**src/hw/sbt_pkg.sv**
```systemverilog
package sbt_pkg;

  // ----------------------------------------------------------------
  // Bus geometry and register map
  // ----------------------------------------------------------------
  localparam int WB_AW = 5;
  localparam int WB_DW = 32;
  localparam logic [WB_AW-1:0] OFS_CTRL1 = 5'h00;
  localparam logic [WB_AW-1:0] OFS_CTRL2 = 5'h04;
  localparam logic [WB_AW-1:0] OFS_BAUD = 5'h08;
  localparam logic [WB_AW-1:0] OFS_STATUS = 5'h0C;
  localparam logic [WB_AW-1:0] OFS_DATA = 5'h10;

  // ----------------------------------------------------------------
  // Field positions
  // ----------------------------------------------------------------
  localparam int STAT_RX_FULL_BIT = 7;
  localparam int STAT_TX_EMPTY_BIT = 5;
  localparam int STAT_FAULT_BIT = 4;
  localparam int CTRL2_FAULT_EN_BIT = 4;

  // ----------------------------------------------------------------
  // Reset values and counts
  // ----------------------------------------------------------------
  localparam logic [7:0] CTRL1_RST = 8'h00;
  localparam logic [7:0] BAUD_RST = 8'h03;
  localparam logic [7:0] DATA_RST = 8'h00;
  localparam logic [3:0] EDGE_LAST = 4'hF;
  localparam logic [3:0] PIN_RST = 4'h1;

  // ----------------------------------------------------------------
  // Types
  // ----------------------------------------------------------------
  typedef struct packed {
    logic rx_irq_enable;
    logic spi_enable;
    logic tx_irq_enable;
    logic master_select;
    logic cpol;
    logic clock_phase;
    logic select_output_enable;
    logic bit_order_low_first;
  } sbt_ctrl1_t;

  typedef enum logic [1:0] {
    ST_IDLE = 2'b01,
    ST_RUN = 2'b10
  } sbt_state_t;

endpackage

```
**src/hw/sbt_sync.sv**
```systemverilog
`timescale 1ns/1ps
module sbt_sync #(
  parameter int WIDTH = 1,
  parameter logic [WIDTH-1:0] RST_VAL = '0
) (
  input wire logic clk,
  input wire logic arst_n,
  input wire logic [WIDTH-1:0] d,
  output logic [WIDTH-1:0] q
);
  logic [WIDTH-1:0] ff1;
  logic [WIDTH-1:0] ff2;
  logic [WIDTH-1:0] ff3;

  // A bit only moves once the second and third stages agree.
  always_ff @(posedge clk or negedge arst_n) begin
    if (!arst_n) begin
      ff1 <= RST_VAL;
      ff2 <= RST_VAL;
      ff3 <= RST_VAL;
      q <= RST_VAL;
    end else begin
      ff1 <= d;
      ff2 <= ff1;
      ff3 <= ff2;
      q <= (ff2 & ~(ff2 ^ ff3)) | (q & (ff2 ^ ff3));
    end
  end
endmodule

```
**src/hw/sbt_core.sv**
```systemverilog
`timescale 1ns/1ps
// Operation
// - Transfer completion sets receive-full, status bit 7.
// - Receive-full clears by status read, data read.
// - Transmit-empty, status bit 5, shows buffer room.
// - Transmit-empty clears by status read, data write.
// - Data write ignored without prior empty-flag status read.
// - Transmit-empty with its enable requests interrupt.
// - Buffer-to-shifter move sets transmit-empty again.
// - Idle write reaches shifter within two cycles.
// - Waiting byte loads and starts at transfer end.
// - No waiting byte: flag stays set, no move.
// - Mode fault bit 4 sets only when configured.
// - Mode fault clears by read, then control write.
// - Unused status bits zero; status writes ignored.
// - Data reads receive buffer, writes transmit buffer.
// - Sample one edge, change next; eight cycles.
// - Transfer end copies shifter into receive buffer.
// - Most significant first unless low-first bit set.
// - Unread receive buffer keeps old byte silently.
// - Fault drops master mode and clock, MOSI, select drivers; MISO then drives while selected.
// - Receive enable gates receive-full and fault interrupts.
module sbt_core (
  input wire logic CORE_CLK,
  input wire logic ARST_N,
  input wire logic WB_CYC_I,
  input wire logic WB_STB_I,
  input wire logic WB_WE_I,
  input wire logic [3:0] WB_SEL_I,
  input wire logic [sbt_pkg::WB_AW-1:0] WB_ADR_I,
  input wire logic [sbt_pkg::WB_DW-1:0] WB_DAT_I,
  output logic [sbt_pkg::WB_DW-1:0] WB_DAT_O,
  output logic WB_ACK_O,
  output logic IRQ,
  input wire logic SERIAL_CLOCK_PIN_I,
  output logic SERIAL_CLOCK_PIN_O,
  output logic SERIAL_CLOCK_PIN_OE,
  input wire logic MOSI_I,
  output logic MOSI_O,
  output logic MOSI_OE,
  input wire logic MISO_I,
  output logic MISO_O,
  output logic MISO_OE,
  input wire logic SEL_N_I,
  output logic SEL_N_O,
  output logic SEL_N_OE
);
  import sbt_pkg::*;

  sbt_ctrl1_t ctrl1;
  logic fault_detect_enable;
  logic [7:0] baud;
  logic rx_full_flag;
  logic tx_empty_flag;
  logic mode_fault_flag;
  logic rx_arm;
  logic tx_arm;
  logic mf_arm;
  logic [7:0] rx_buf;
  logic [7:0] tx_buf;
  logic [7:0] shifter;
  logic [7:0] next_shifter;
  logic samp;
  logic out_bit;
  sbt_state_t state;
  logic [3:0] edge_cnt;
  logic [7:0] div_cnt;
  logic sck_lvl;
  logic sck_prev;
  logic sel_out;
  logic [3:0] pin_q;
  logic sck_s;
  logic mosi_s;
  logic miso_s;
  logic sel_n_s;

  // ----------------------------------------------------------------
  // Pin synchronisers
  // ----------------------------------------------------------------
  sbt_sync #(.WIDTH(4), .RST_VAL(PIN_RST)) u_pin_sync (
    .clk(CORE_CLK),
    .arst_n(ARST_N),
    .d({SERIAL_CLOCK_PIN_I, MOSI_I, MISO_I, SEL_N_I}),
    .q(pin_q)
  );
  assign sck_s = pin_q[3];
  assign mosi_s = pin_q[2];
  assign miso_s = pin_q[1];
  assign sel_n_s = pin_q[0];

  // ----------------------------------------------------------------
  // Wishbone slave
  // ----------------------------------------------------------------
  logic req;
  logic acc;
  logic wr;
  logic rd;
  logic hit_ctrl1;
  logic hit_status;
  logic hit_data;
  logic [7:0] status_byte;
  logic [7:0] rd_byte;

  assign req = WB_CYC_I & WB_STB_I;
  assign acc = req & WB_ACK_O;
  assign wr = acc & WB_WE_I & WB_SEL_I[0];
  assign rd = acc & ~WB_WE_I;
  assign hit_ctrl1 = WB_ADR_I == OFS_CTRL1;
  assign hit_status = WB_ADR_I == OFS_STATUS;
  assign hit_data = WB_ADR_I == OFS_DATA;

  always_comb begin
    status_byte = 8'h00;
    status_byte[STAT_RX_FULL_BIT] = rx_full_flag;
    status_byte[STAT_TX_EMPTY_BIT] = tx_empty_flag;
    status_byte[STAT_FAULT_BIT] = mode_fault_flag;
  end

  always_comb begin
    unique case (WB_ADR_I)
      OFS_CTRL1: rd_byte = ctrl1;
      OFS_CTRL2: rd_byte = 8'(fault_detect_enable) << CTRL2_FAULT_EN_BIT;
      OFS_BAUD: rd_byte = baud;
      OFS_STATUS: rd_byte = status_byte;
      OFS_DATA: rd_byte = rx_buf;
      default: rd_byte = 8'h00;
    endcase
  end

  always_ff @(posedge CORE_CLK or negedge ARST_N) begin
    if (!ARST_N) begin
      WB_ACK_O <= 1'b0;
      WB_DAT_O <= 32'h0000_0000;
    end else begin
      WB_ACK_O <= req & ~WB_ACK_O;
      if (req & ~WB_ACK_O) begin
        WB_DAT_O <= {24'h00_0000, rd_byte};
      end
    end
  end

  // ----------------------------------------------------------------
  // Transfer engine decode
  // ----------------------------------------------------------------
  logic master_mode;
  logic selected;
  logic fault_cond;
  logic load;
  logic m_tick;
  logic s_edge;
  logic edge_ev;
  logic is_sample;
  logic din;
  logic done;
  logic shift_now;
  logic abort;
  logic [7:0] final_byte;

  function automatic logic [7:0] shift_in(input logic [7:0] sh, input logic b,
                                          input logic low_first);
    return low_first ? {b, sh[7:1]} : {sh[6:0], b};
  endfunction

  assign master_mode = ctrl1.spi_enable & ctrl1.master_select;
  assign selected = ctrl1.spi_enable & ~ctrl1.master_select & ~sel_n_s;
  assign fault_cond = master_mode & fault_detect_enable & ~ctrl1.select_output_enable
                      & ~sel_n_s;
  assign load = ~tx_empty_flag & (state == ST_IDLE) & ctrl1.spi_enable
                & ~fault_cond;
  assign m_tick = master_mode & (state == ST_RUN) & (div_cnt == baud);
  assign s_edge = selected & (sck_s != sck_prev);
  assign edge_ev = master_mode ? m_tick : s_edge;
  assign is_sample = edge_cnt[0] == ctrl1.clock_phase;
  assign din = master_mode ? miso_s : mosi_s;
  assign done = edge_ev & (edge_cnt == EDGE_LAST) & (state == ST_RUN);
  assign shift_now = edge_ev & ~is_sample & (edge_cnt != EDGE_LAST)
                     & ~(ctrl1.clock_phase & (edge_cnt == 4'h0));
  assign abort = fault_cond | ~ctrl1.spi_enable | (~master_mode & sel_n_s);
  assign final_byte = shift_in(shifter, ctrl1.clock_phase ? din : samp,
                               ctrl1.bit_order_low_first);

  // ----------------------------------------------------------------
  // Control registers
  // ----------------------------------------------------------------
  always_ff @(posedge CORE_CLK or negedge ARST_N) begin
    if (!ARST_N) begin
      ctrl1 <= CTRL1_RST;
      fault_detect_enable <= 1'b0;
      baud <= BAUD_RST;
    end else begin
      if (wr & hit_ctrl1) begin
        ctrl1 <= WB_DAT_I[7:0];
      end
      if (wr & (WB_ADR_I == OFS_CTRL2)) begin
        fault_detect_enable <= WB_DAT_I[CTRL2_FAULT_EN_BIT];
      end
      if (wr & (WB_ADR_I == OFS_BAUD)) begin
        baud <= WB_DAT_I[7:0];
      end
      if (fault_cond) begin
        ctrl1.master_select <= 1'b0;
      end
    end
  end

  // ----------------------------------------------------------------
  // Status flags
  // ----------------------------------------------------------------
  logic tx_wr;
  logic rx_clr;
  logic rx_take;
  logic mf_clr;

  assign tx_wr = wr & hit_data & tx_arm;
  assign rx_clr = rd & hit_data & rx_arm;
  assign rx_take = done & (~rx_full_flag | rx_clr);
  assign mf_clr = wr & hit_ctrl1 & mf_arm;

  always_ff @(posedge CORE_CLK or negedge ARST_N) begin
    if (!ARST_N) begin
      tx_empty_flag <= 1'b1;
      tx_arm <= 1'b0;
      tx_buf <= DATA_RST;
    end else begin
      if (rd & hit_status & tx_empty_flag) begin
        tx_arm <= 1'b1;
      end else if (tx_wr) begin
        tx_arm <= 1'b0;
      end
      if (tx_wr) begin
        tx_buf <= WB_DAT_I[7:0];
        tx_empty_flag <= 1'b0;
      end
      if (load) begin
        tx_empty_flag <= 1'b1;
      end
    end
  end

  always_ff @(posedge CORE_CLK or negedge ARST_N) begin
    if (!ARST_N) begin
      rx_full_flag <= 1'b0;
      rx_arm <= 1'b0;
      rx_buf <= DATA_RST;
    end else begin
      if (rx_clr) begin
        rx_full_flag <= 1'b0;
        rx_arm <= 1'b0;
      end else if (rd & hit_status & rx_full_flag) begin
        rx_arm <= 1'b1;
      end
      if (rx_take) begin
        rx_full_flag <= 1'b1;
        rx_buf <= final_byte;
      end
    end
  end

  always_ff @(posedge CORE_CLK or negedge ARST_N) begin
    if (!ARST_N) begin
      mode_fault_flag <= 1'b0;
      mf_arm <= 1'b0;
    end else begin
      if (mf_clr) begin
        mode_fault_flag <= 1'b0;
        mf_arm <= 1'b0;
      end else if (rd & hit_status & mode_fault_flag) begin
        mf_arm <= 1'b1;
      end
      if (fault_cond) begin
        mode_fault_flag <= 1'b1;
      end
    end
  end

  always_ff @(posedge CORE_CLK or negedge ARST_N) begin
    if (!ARST_N) begin
      IRQ <= 1'b0;
    end else begin
      IRQ <= (tx_empty_flag & ctrl1.tx_irq_enable)
             | ((rx_full_flag | mode_fault_flag) & ctrl1.rx_irq_enable);
    end
  end

  // ----------------------------------------------------------------
  // Shifter and bit timing
  // ----------------------------------------------------------------
  always_comb begin
    next_shifter = shifter;
    if (load) begin
      next_shifter = tx_buf;
    end else if (done) begin
      next_shifter = final_byte;
    end else if (shift_now) begin
      next_shifter = shift_in(shifter, samp, ctrl1.bit_order_low_first);
    end
  end

  always_ff @(posedge CORE_CLK or negedge ARST_N) begin
    if (!ARST_N) begin
      shifter <= DATA_RST;
      out_bit <= 1'b0;
      samp <= 1'b0;
    end else begin
      shifter <= next_shifter;
      out_bit <= ctrl1.bit_order_low_first ? next_shifter[0] : next_shifter[7];
      if (edge_ev & is_sample) begin
        samp <= din;
      end
    end
  end

  always_ff @(posedge CORE_CLK or negedge ARST_N) begin
    if (!ARST_N) begin
      state <= ST_IDLE;
    end else begin
      unique case (state)
        ST_IDLE: begin
          if ((master_mode & load) | (s_edge & ~abort)) begin
            state <= ST_RUN;
          end
        end
        ST_RUN: begin
          if (done | abort) begin
            state <= ST_IDLE;
          end
        end
      endcase
    end
  end

  always_ff @(posedge CORE_CLK or negedge ARST_N) begin
    if (!ARST_N) begin
      edge_cnt <= 4'h0;
      div_cnt <= 8'h00;
      sck_lvl <= 1'b0;
      sck_prev <= 1'b0;
      sel_out <= 1'b1;
    end else begin
      sck_prev <= sck_s;
      if (abort | (master_mode & (state == ST_IDLE))) begin
        edge_cnt <= 4'h0;
      end else if (edge_ev) begin
        edge_cnt <= edge_cnt + 4'h1;
      end
      if ((state == ST_IDLE) | m_tick) begin
        div_cnt <= 8'h00;
      end else begin
        div_cnt <= div_cnt + 8'h01;
      end
      if (~master_mode | (state == ST_IDLE)) begin
        sck_lvl <= ctrl1.cpol;
      end else if (m_tick) begin
        sck_lvl <= ~sck_lvl;
      end
      sel_out <= ~(load | ((state == ST_RUN) & ~done & ~abort));
    end
  end

  // ----------------------------------------------------------------
  // Pin drivers
  // ----------------------------------------------------------------
  assign SERIAL_CLOCK_PIN_O = sck_lvl;
  assign SERIAL_CLOCK_PIN_OE = master_mode;
  assign MOSI_O = out_bit;
  assign MOSI_OE = master_mode;
  assign MISO_O = out_bit;
  assign MISO_OE = selected;
  assign SEL_N_O = sel_out;
  assign SEL_N_OE = master_mode & fault_detect_enable & ctrl1.select_output_enable;
endmodule

```
**config.mk**
```make
export PLATFORM = sky130hd
export DESIGN_NAME = sbt_core
export DESIGN_NICKNAME = d
export VERILOG_FILES = /design/src/hw/sbt_pkg.sv /design/src/hw/sbt_sync.sv /design/src/hw/sbt_core.sv
export SDC_FILE = /design/constraint.sdc
export NUM_CORES = 1
export LEC_CHECK = 0
export ABC_AREA = 1
export BUFFER_PORTS_ARGS = -buffer_cell sky130_fd_sc_hd__buf_4
export CORE_MARGIN = 2
export CORE_UTILIZATION = 40
export CTS_BUF_LIST = sky130_fd_sc_hd__clkbuf_4 sky130_fd_sc_hd__clkbuf_8
export DETAILED_ROUTE_END_ITERATION = 12
export GPL_ROUTABILITY_DRIVEN = 0
export PLACE_DENSITY = 0.62
export SETUP_SLACK_MARGIN = 0.15
export SYNTH_ARGS = -nofsm -noshare
export SYNTH_HDL_FRONTEND = slang
export SYNTH_SLANG_ARGS = --single-unit
```
**constraint.sdc**
```tcl
create_clock -name CORE_CLK -period 3 [get_ports CORE_CLK]
set_input_delay 0.6 -clock CORE_CLK [delete_from_list [all_inputs] [get_ports CORE_CLK]]
set_output_delay 0.6 -clock CORE_CLK [all_outputs]
set_load 0.01 [all_outputs]
```
==> metrics.md, run 1 <==
| Metric | Value |
|---|---|
| CP Cell Sequence | nand2_2 -> nor2_1 -> nand3_1 -> nor2_1 -> nand2_2 -> nand2_4 -> nand2_1 -> nand2_1 -> nand3_1 -> nand2_1 -> nand2_2 -> nand2_1 -> nand2_1 |
| # setup viols final | 0 |
| Residual DRC | 0 |
| FMAX | 475.8 MHz |
| Cell Count Post-Placement | 669 |
| DP Area | 4750 sq um |
| Die Wd | 108.6 microns |
| Core box area | 10750 sq um |
| Synth-to-layout area growth | 13.72% |
| Top Metal Used | met4 |
| Post-cts resize count | 0 |
| Post-Layout Inst Area | 4979 sq um |
| Input/output buffers | 40 |
| Final wirelength | 9.477 mm |
| Mapped Cells | 493 |
| Synth Flop Type | dfrtp_1 |
| Share of cells above drive strength 1 | 16.15% |
| Grt ovf | 0 |
| Final net count | 593 |
| Root buffer cell | clkbuf_8 |
| Met2 Wirelength | 4.330 mm |
| Critical Path Max Stage Delay | 0.48 ns |
| Crit-path slowest cell | dfrtp_1 |
| Tot GR Track Use | 17.56% |
| ANT cells | 0 |
| TritonRoute pass-1 iters | 4 |
| Path type of the worst setup path | register to register |
| Vias in the first global route | 3194 |
| Largest net degree at the start of global routing | 42 |
| Final hold violations | 0 |
| Synth Register Bits | 92 |
| CP Data Arrival Time | 2.35 ns |
| Synth cell types | 42 |
| DR WL met3 | 458 microns |
| Initial antenna violation count | 0 |
| Setup crit end kind | register |
| Num rows | 38 |
| Die ar. | 11800 sq um |
| Met1 wire length | 4.457 mm |
| Number of enable flip-flop cells after synthesis | 0 |
| RSZ-0062 raised after global routing | no |
| Slew Limit Fails | 0 |
| Worst IR drop on VDD | 218.0 uV |
| Status | finished, final reports clean |
| Final setup skew | 0.01056 ns |
| CTS clk-pin slew, worst paths | 0.09 ns |
| Chip height | 108.6 microns |
| Starting Density | 40.74% |
| # hold bufs at CTS | 0 |
| Top Ports | 92 |
| Setup TNS | 0 ns |
| WHS | 0.2081 ns |
| Number of DRC markers in iteration 0 | 179 |
| WL/cell | 13.84 microns |
| Clk sinks | 92 |
| Netlist Area Pre-Place | 4378 sq um |
| Req. time, crit path | 3.25 ns |
| Part of the Yosys area used for sequential elements | 52.84% |
| Post-synth ARST share | 100.0% |
| Max-cap violations | 0 |
| CTS tree | built |
| Slew at the pin closest to its max-slew limit | 0.8927 ns |
| Hold crit path type | input port to asynchronous set/reset pin |
| CTS H-tree depth | 3 |
| Clock Path Buffers | 2 |
| Antenna viol nets, final | 0 |
| Rel. slew slack | 39.94% |
| Critical path's top delay family | simple AND/OR/NAND/NOR gates |
| Post-CTS setup buffers | 0 |
| Via count | 3322 |
| Avg Cell Area, Syn | 8.880 sq um |
| Minimum clock period | 2.102 ns |
| Cell Pwr Density | 578.4 nW/um^2 |
| Fillers | 1069 |
| YS warnings | 0 |
| Final period util | 70.06% |
| First-pass GRT wire length | 15.77 mm |
| Startpoint types | register |
| Layout Cells excl Fill | 685 |
| Worst skew pair latency | 0.37 ns |
| Leakage | 0.002512 uW |
| Critical path buffer and inverter count | 0 |
| Final core utilization | 46.33% |
| Total CTS buffers | 9 |
| Top cell by count, worst path | nand2_1 |
| CP Max Fanout | 14 |
| Post-DP HPWL | 7.161 mm |
| Via-to-Cell Ratio | 4.850 |
## metrics by stage
stage | setup slack, ns | power, uW
finish | 0.8983 | 2880
global route | 0.7214 | 3065
CTS | 0.8981 | 2907
detailed placement | 0.7347 | 1963
global placement | 0.7658 | 1949
floorplan | 1.193 | 1828
## cell usage in the layout, fill, tap and decap left out, types with 10 or more instances in the layout
cell type,synthesis,final
nand2_1,130,130
dfrtp_1,83,83
inv_1,56,56
buf_4,27,46
o21ai_0,45,45
nor2_1,29,29
nand3_1,26,26
conb_1,1,24
a21oi_1,13,13
clkbuf_8,0,10
## routing by layer
metal,vias up,track usage [%]
li1,1632,-
met3,15,2.989
met2,92,27.19
met1,1583,24.50
met4,0,7.326
met5,-,0
## kinds of logic after synthesis
family                     synth area share [%]
and+or+nand+nor                           22.52
DFF                                       52.84
buffers and inverters                     10.63
AOI/OAI and AO/OA                         8.974
xor gates and xnor gates                  1.801
adders and majority gates                 1.772
muxes                                     1.372
other                                   0.08566
## final timing paths
kind                       slack [ns]  depth (start not counted)                          end                   startpoint
setup / recovery                 0.90                         13             MISO_O$_DFF_PN0_         ctrl1[4]$_DFFE_PN0P_
hold / removal                   0.21                          1           tx_arm$_DFFE_PN0P_                       ARST_N
setup reg to reg                 0.90                         13             MISO_O$_DFF_PN0_         ctrl1[4]$_DFFE_PN0P_
hold reg to reg                  0.36                          0  u_pin_sync.ff2[3]$_DFF_PN0_  u_pin_sync.ff1[3]$_DFF_PN0_
max in group asynchronous        2.09                          2      WB_DAT_O[4]$_DFFE_PN0P_                       ARST_N
min in group CORE_CLK            0.33                          1  u_pin_sync.ff1[0]$_DFF_PN1_                      SEL_N_I
## cell usage after synthesis, drive strengths merged (2+ instances only)
cell    instances  area [sq um]
nor3b           2         15.01
xnor2           6         52.55
o21ai          47         235.2
a21oi          13         65.06
nor3           10         61.31
ha              3         37.54
nor2           32         132.6
nor4            3         33.78
o211ai          2         15.01
nand3          27         147.6
dfrtp          83          2077
a221oi          3         26.28
maj3            4         40.04
inv            56         210.2
nand2         137         536.8
buf            31         244.0
dfstp           9         236.5
nand4           5         52.55
xor2            3         26.28
mux2i           6         60.06
clkbuf          3         11.26
## flip-flops by register name, indices dropped and copies added, names as in the netlist, 2 cells and up, named ones only
name and count:
state 2, baud 8, WB_DAT_O 8, u_pin_sync.ff3 4, edge_cnt 4, div_cnt 8
u_pin_sync.ff2 4, tx_buf 8, u_pin_sync.ff1 4, shifter 8, rx_buf 8, ctrl1 8
## worst register-to-register path, stage by stage, from the launching register on
cell	delay [ns]
dfrtp_1	0.48
nand2_2	0.15
nor2_1	0.18
nand3_1	0.11
nor2_1	0.14
nand2_2	0.17
nand2_4	0.21
nand2_1	0.13
nand2_1	0.08
nand3_1	0.06
nand2_1	0.08
nand2_2	0.06
nand2_1	0.06
nand2_1	0.07
## power breakdown
part / switching (uW) / total [uW] / internal (uW) / leakage [uW]
clock network: 438 / 942 / 504 / 0.000110
registers: 87.9 / 1450 / 1360 / 0.00117
logic: 301 / 486 / 185 / 0.00123
## area by class of cell
cell class              instances  area [sq um]  share of cell area [%]
clock buffers                  11         145.1                   2.915
flip-flops and latches         92          2313                   46.47
clock inverters                 5         83.83                   1.684
inverters                      56         210.2                   4.222
multi-input cells             334          1685                   33.85
well taps                     140         175.2                   3.518
repair buffers                 47         365.4                   7.339
Power figures use the tool's default switching activity.
==> inputs of run 2 (changes only) <==
==> constraint.sdc (replaced) <==
create_clock -name CORE_CLK -period 2.01 [get_ports CORE_CLK]
set_input_delay 0.402 -clock CORE_CLK [delete_from_list [all_inputs] [get_ports CORE_CLK]]
set_output_delay 0.402 -clock CORE_CLK [all_outputs]
set_load 0.01 [all_outputs]
==> run 2 against run 1 <==
Compared with the run above: power is 48% higher; utilization is 1.3 points higher; non-clock buffer count is 16 higher; worst setup slack worse by 0.66 ns; clock skew hardly changed; maximum frequency is 19% higher; combinational power is 61% higher; global-route usage is 0.46 points higher; register-to-register slack worse by 0.66 ns.
==> metrics.md, run 2 (synthesis gave the netlist of run 1 again) <==
| Metric | Value |
|---|---|
| Status | finished, final reports clean |
| Layout Cells excl Fill | 701 |
| Top Ports | 92 |
| CTS H-tree depth | 3 |
| Reg2Reg Capture Point | edge_cnt[3]$_DFFE_PN0P_ |
| Final net count | 609 |
| Hold crit path type | input port to register |
| Startpoint types | register |
| Slew Limit Fails | 0 |
| Clock Path Buffers | 2 |
| Num rows | 38 |
| Initial antenna violation count | 0 |
| CP Max Fanout | 8 |
| Max-cap violations | 0 |
| GR Util met1 | 23.68% |
| Met3 Track Usage GR | 3.766% |
| Chip height | 108.6 microns |
| Starting Density | 40.74% |
| FMAX | 565.1 MHz |
| WL/cell | 14.09 microns |
| Leakage | 0.002581 uW |
| Antenna viol nets, final | 0 |
| Input/output buffers | 40 |
| Worst skew pair latency | 0.36 ns |
| Largest net degree at the start of global routing | 39 |
| Setup crit end kind | register |
| Total CTS buffers | 9 |
| CP Depth | 9 |
| Grt peak-use layer | met2 |
| Grt ovf | 0 |
| Share of cells above drive strength 1 | 20.14% |
| Cell Count Post-Placement | 680 |
| Most frequent cells in the layout | nand2_1, dfrtp_1, buf_4, inv_1, o21ai_0 |
| First-pass GRT wire length | 16.37 mm |
| CP Cell Sequence | xnor2_1 -> nand2_1 -> nor2_1 -> nand2_2 -> nand2_4 -> buf_4 -> nand4_1 -> a21oi_2 -> o21a_1 |
| WHS | 0.1413 ns |
| Critical path buffer and inverter count | 1 |
| Die ar. | 11800 sq um |
| Reg2reg setup slack | 0.24 ns |
| Reg-to-Reg Start | baud[1]$_DFFE_PN1P_ |
| Synth-to-layout area growth | 16.86% |
| Critical Path Max Stage Delay | 0.57 ns |
| Critical path's top delay family | simple AND/OR/NAND/NOR gates |
| Via-to-Cell Ratio | 4.839 |
| Path type of the worst setup path | register to register |
| R2r worst-path depth | 9 |
| Minimum clock period | 1.770 ns |
| Pre-CTS setup slack | 0.1482 ns |
| Most common cell after layout, fill and taps aside | nand2_1 |
| Tot GR Track Use | 18.03% |
| Final core utilization | 47.61% |
| Area of the multi-input gates | 1733 sq um |
| CTS tree | built |
| FF/Latch Area | 2317 sq um |
| Req. time, crit path | 2.31 ns |
| Core box area | 10750 sq um |
| Worst IR drop on VDD | 403.0 uV |
| CTS clk-pin slew, worst paths | 0.10 ns |
| ANT cells | 0 |
| Final hold violations | 0 |
| Fillers | 1036 |
| # setup viols final | 0 |
| RSZ-0062 raised after global routing | yes |
| Met2 usage | 29.55% |
| CP Data Arrival Time | 2.07 ns |
| Final WS setup | 0.2403 ns |
| Post-DP HPWL | 7.423 mm |
| Final setup skew | 0.01099 ns |
| Final wirelength | 9.877 mm |
| Crit path from | baud[1]$_DFFE_PN1P_ |
| Residual DRC | 0 |
| Crit-path slowest cell | dfstp_2 |
| TritonRoute pass-1 iters | 4 |
| Setup TNS | 0 ns |
| Final period util | 88.05% |
| CP endpoint | edge_cnt[3]$_DFFE_PN0P_ |
| Via count | 3392 |
| Root buffer cell | clkbuf_8 |
| Number of DRC markers in iteration 0 | 167 |
| Vias in the first global route | 3281 |
| Die Wd | 108.6 microns |
| Clk sinks | 92 |
| Cell Pwr Density | 832.4 nW/um^2 |
-- run 2: final cells by class --
class | count | area share [%]
multi-input combinational | 334 | 33.87
sequential | 92 | 45.29
clock buffer | 11 | 2.715
inverter | 56 | 4.109
timing repair buffer | 63 | 9.293
tap | 140 | 3.424
clock inverter | 5 | 1.296
-- run 2: report_power, final --
group	leakage (uW)	internal, uW	switching [uW]
Clock	0.000103	621	686
Combinational	0.00131	296	485
Sequential	0.00117	2030	136
Total	0.00258	2950	1310
-- run 2: worst min path at each step --
stage / startpoint / endpoint / slack (ns) / cells after the start
floorplan: ARST_N / IRQ$_DFF_PN0_ / 0.11 / 0
global placement: u_pin_sync.ff1[2]$_DFF_PN0_ / u_pin_sync.ff2[2]$_DFF_PN0_ / 0.33 / 0
detailed placement: u_pin_sync.ff1[3]$_DFF_PN0_ / u_pin_sync.ff2[3]$_DFF_PN0_ / 0.34 / 0
CTS: MISO_I / u_pin_sync.ff1[1]$_DFF_PN0_ / 0.13 / 1
global route: MISO_I / u_pin_sync.ff1[1]$_DFF_PN0_ / 0.12 / 1
finish: MOSI_I / u_pin_sync.ff1[2]$_DFF_PN0_ / 0.14 / 1
-- run 2: repair_timing --
action / in CTS / in global routing
setup endpoints to repair: 7 / 23
pin swaps: 0 / 2
gates resized for setup: 2 / 13
hold endpoints to repair: 3 / 0
hold buffers: 1 / 0
buffers inserted: 0 / 4
-- run 2: routing by layer --
metal,vias up,part of all wire (%)
li1,1662,-
met2,91,48
met1,1622,44
met5,-,0
met3,17,5.4
met4,0,2.2
-- run 2: through the flow --
| stage | area [sq um] | power [uW] |
|---|---|---|
| floorplan | 4464 | 2729 |
| global placement | 4820 | 2920 |
| detailed placement | 4820 | 2951 |
| CTS | 5041 | 4262 |
| global route | 5116 | 4509 |
| finish | 5116 | 4259 |
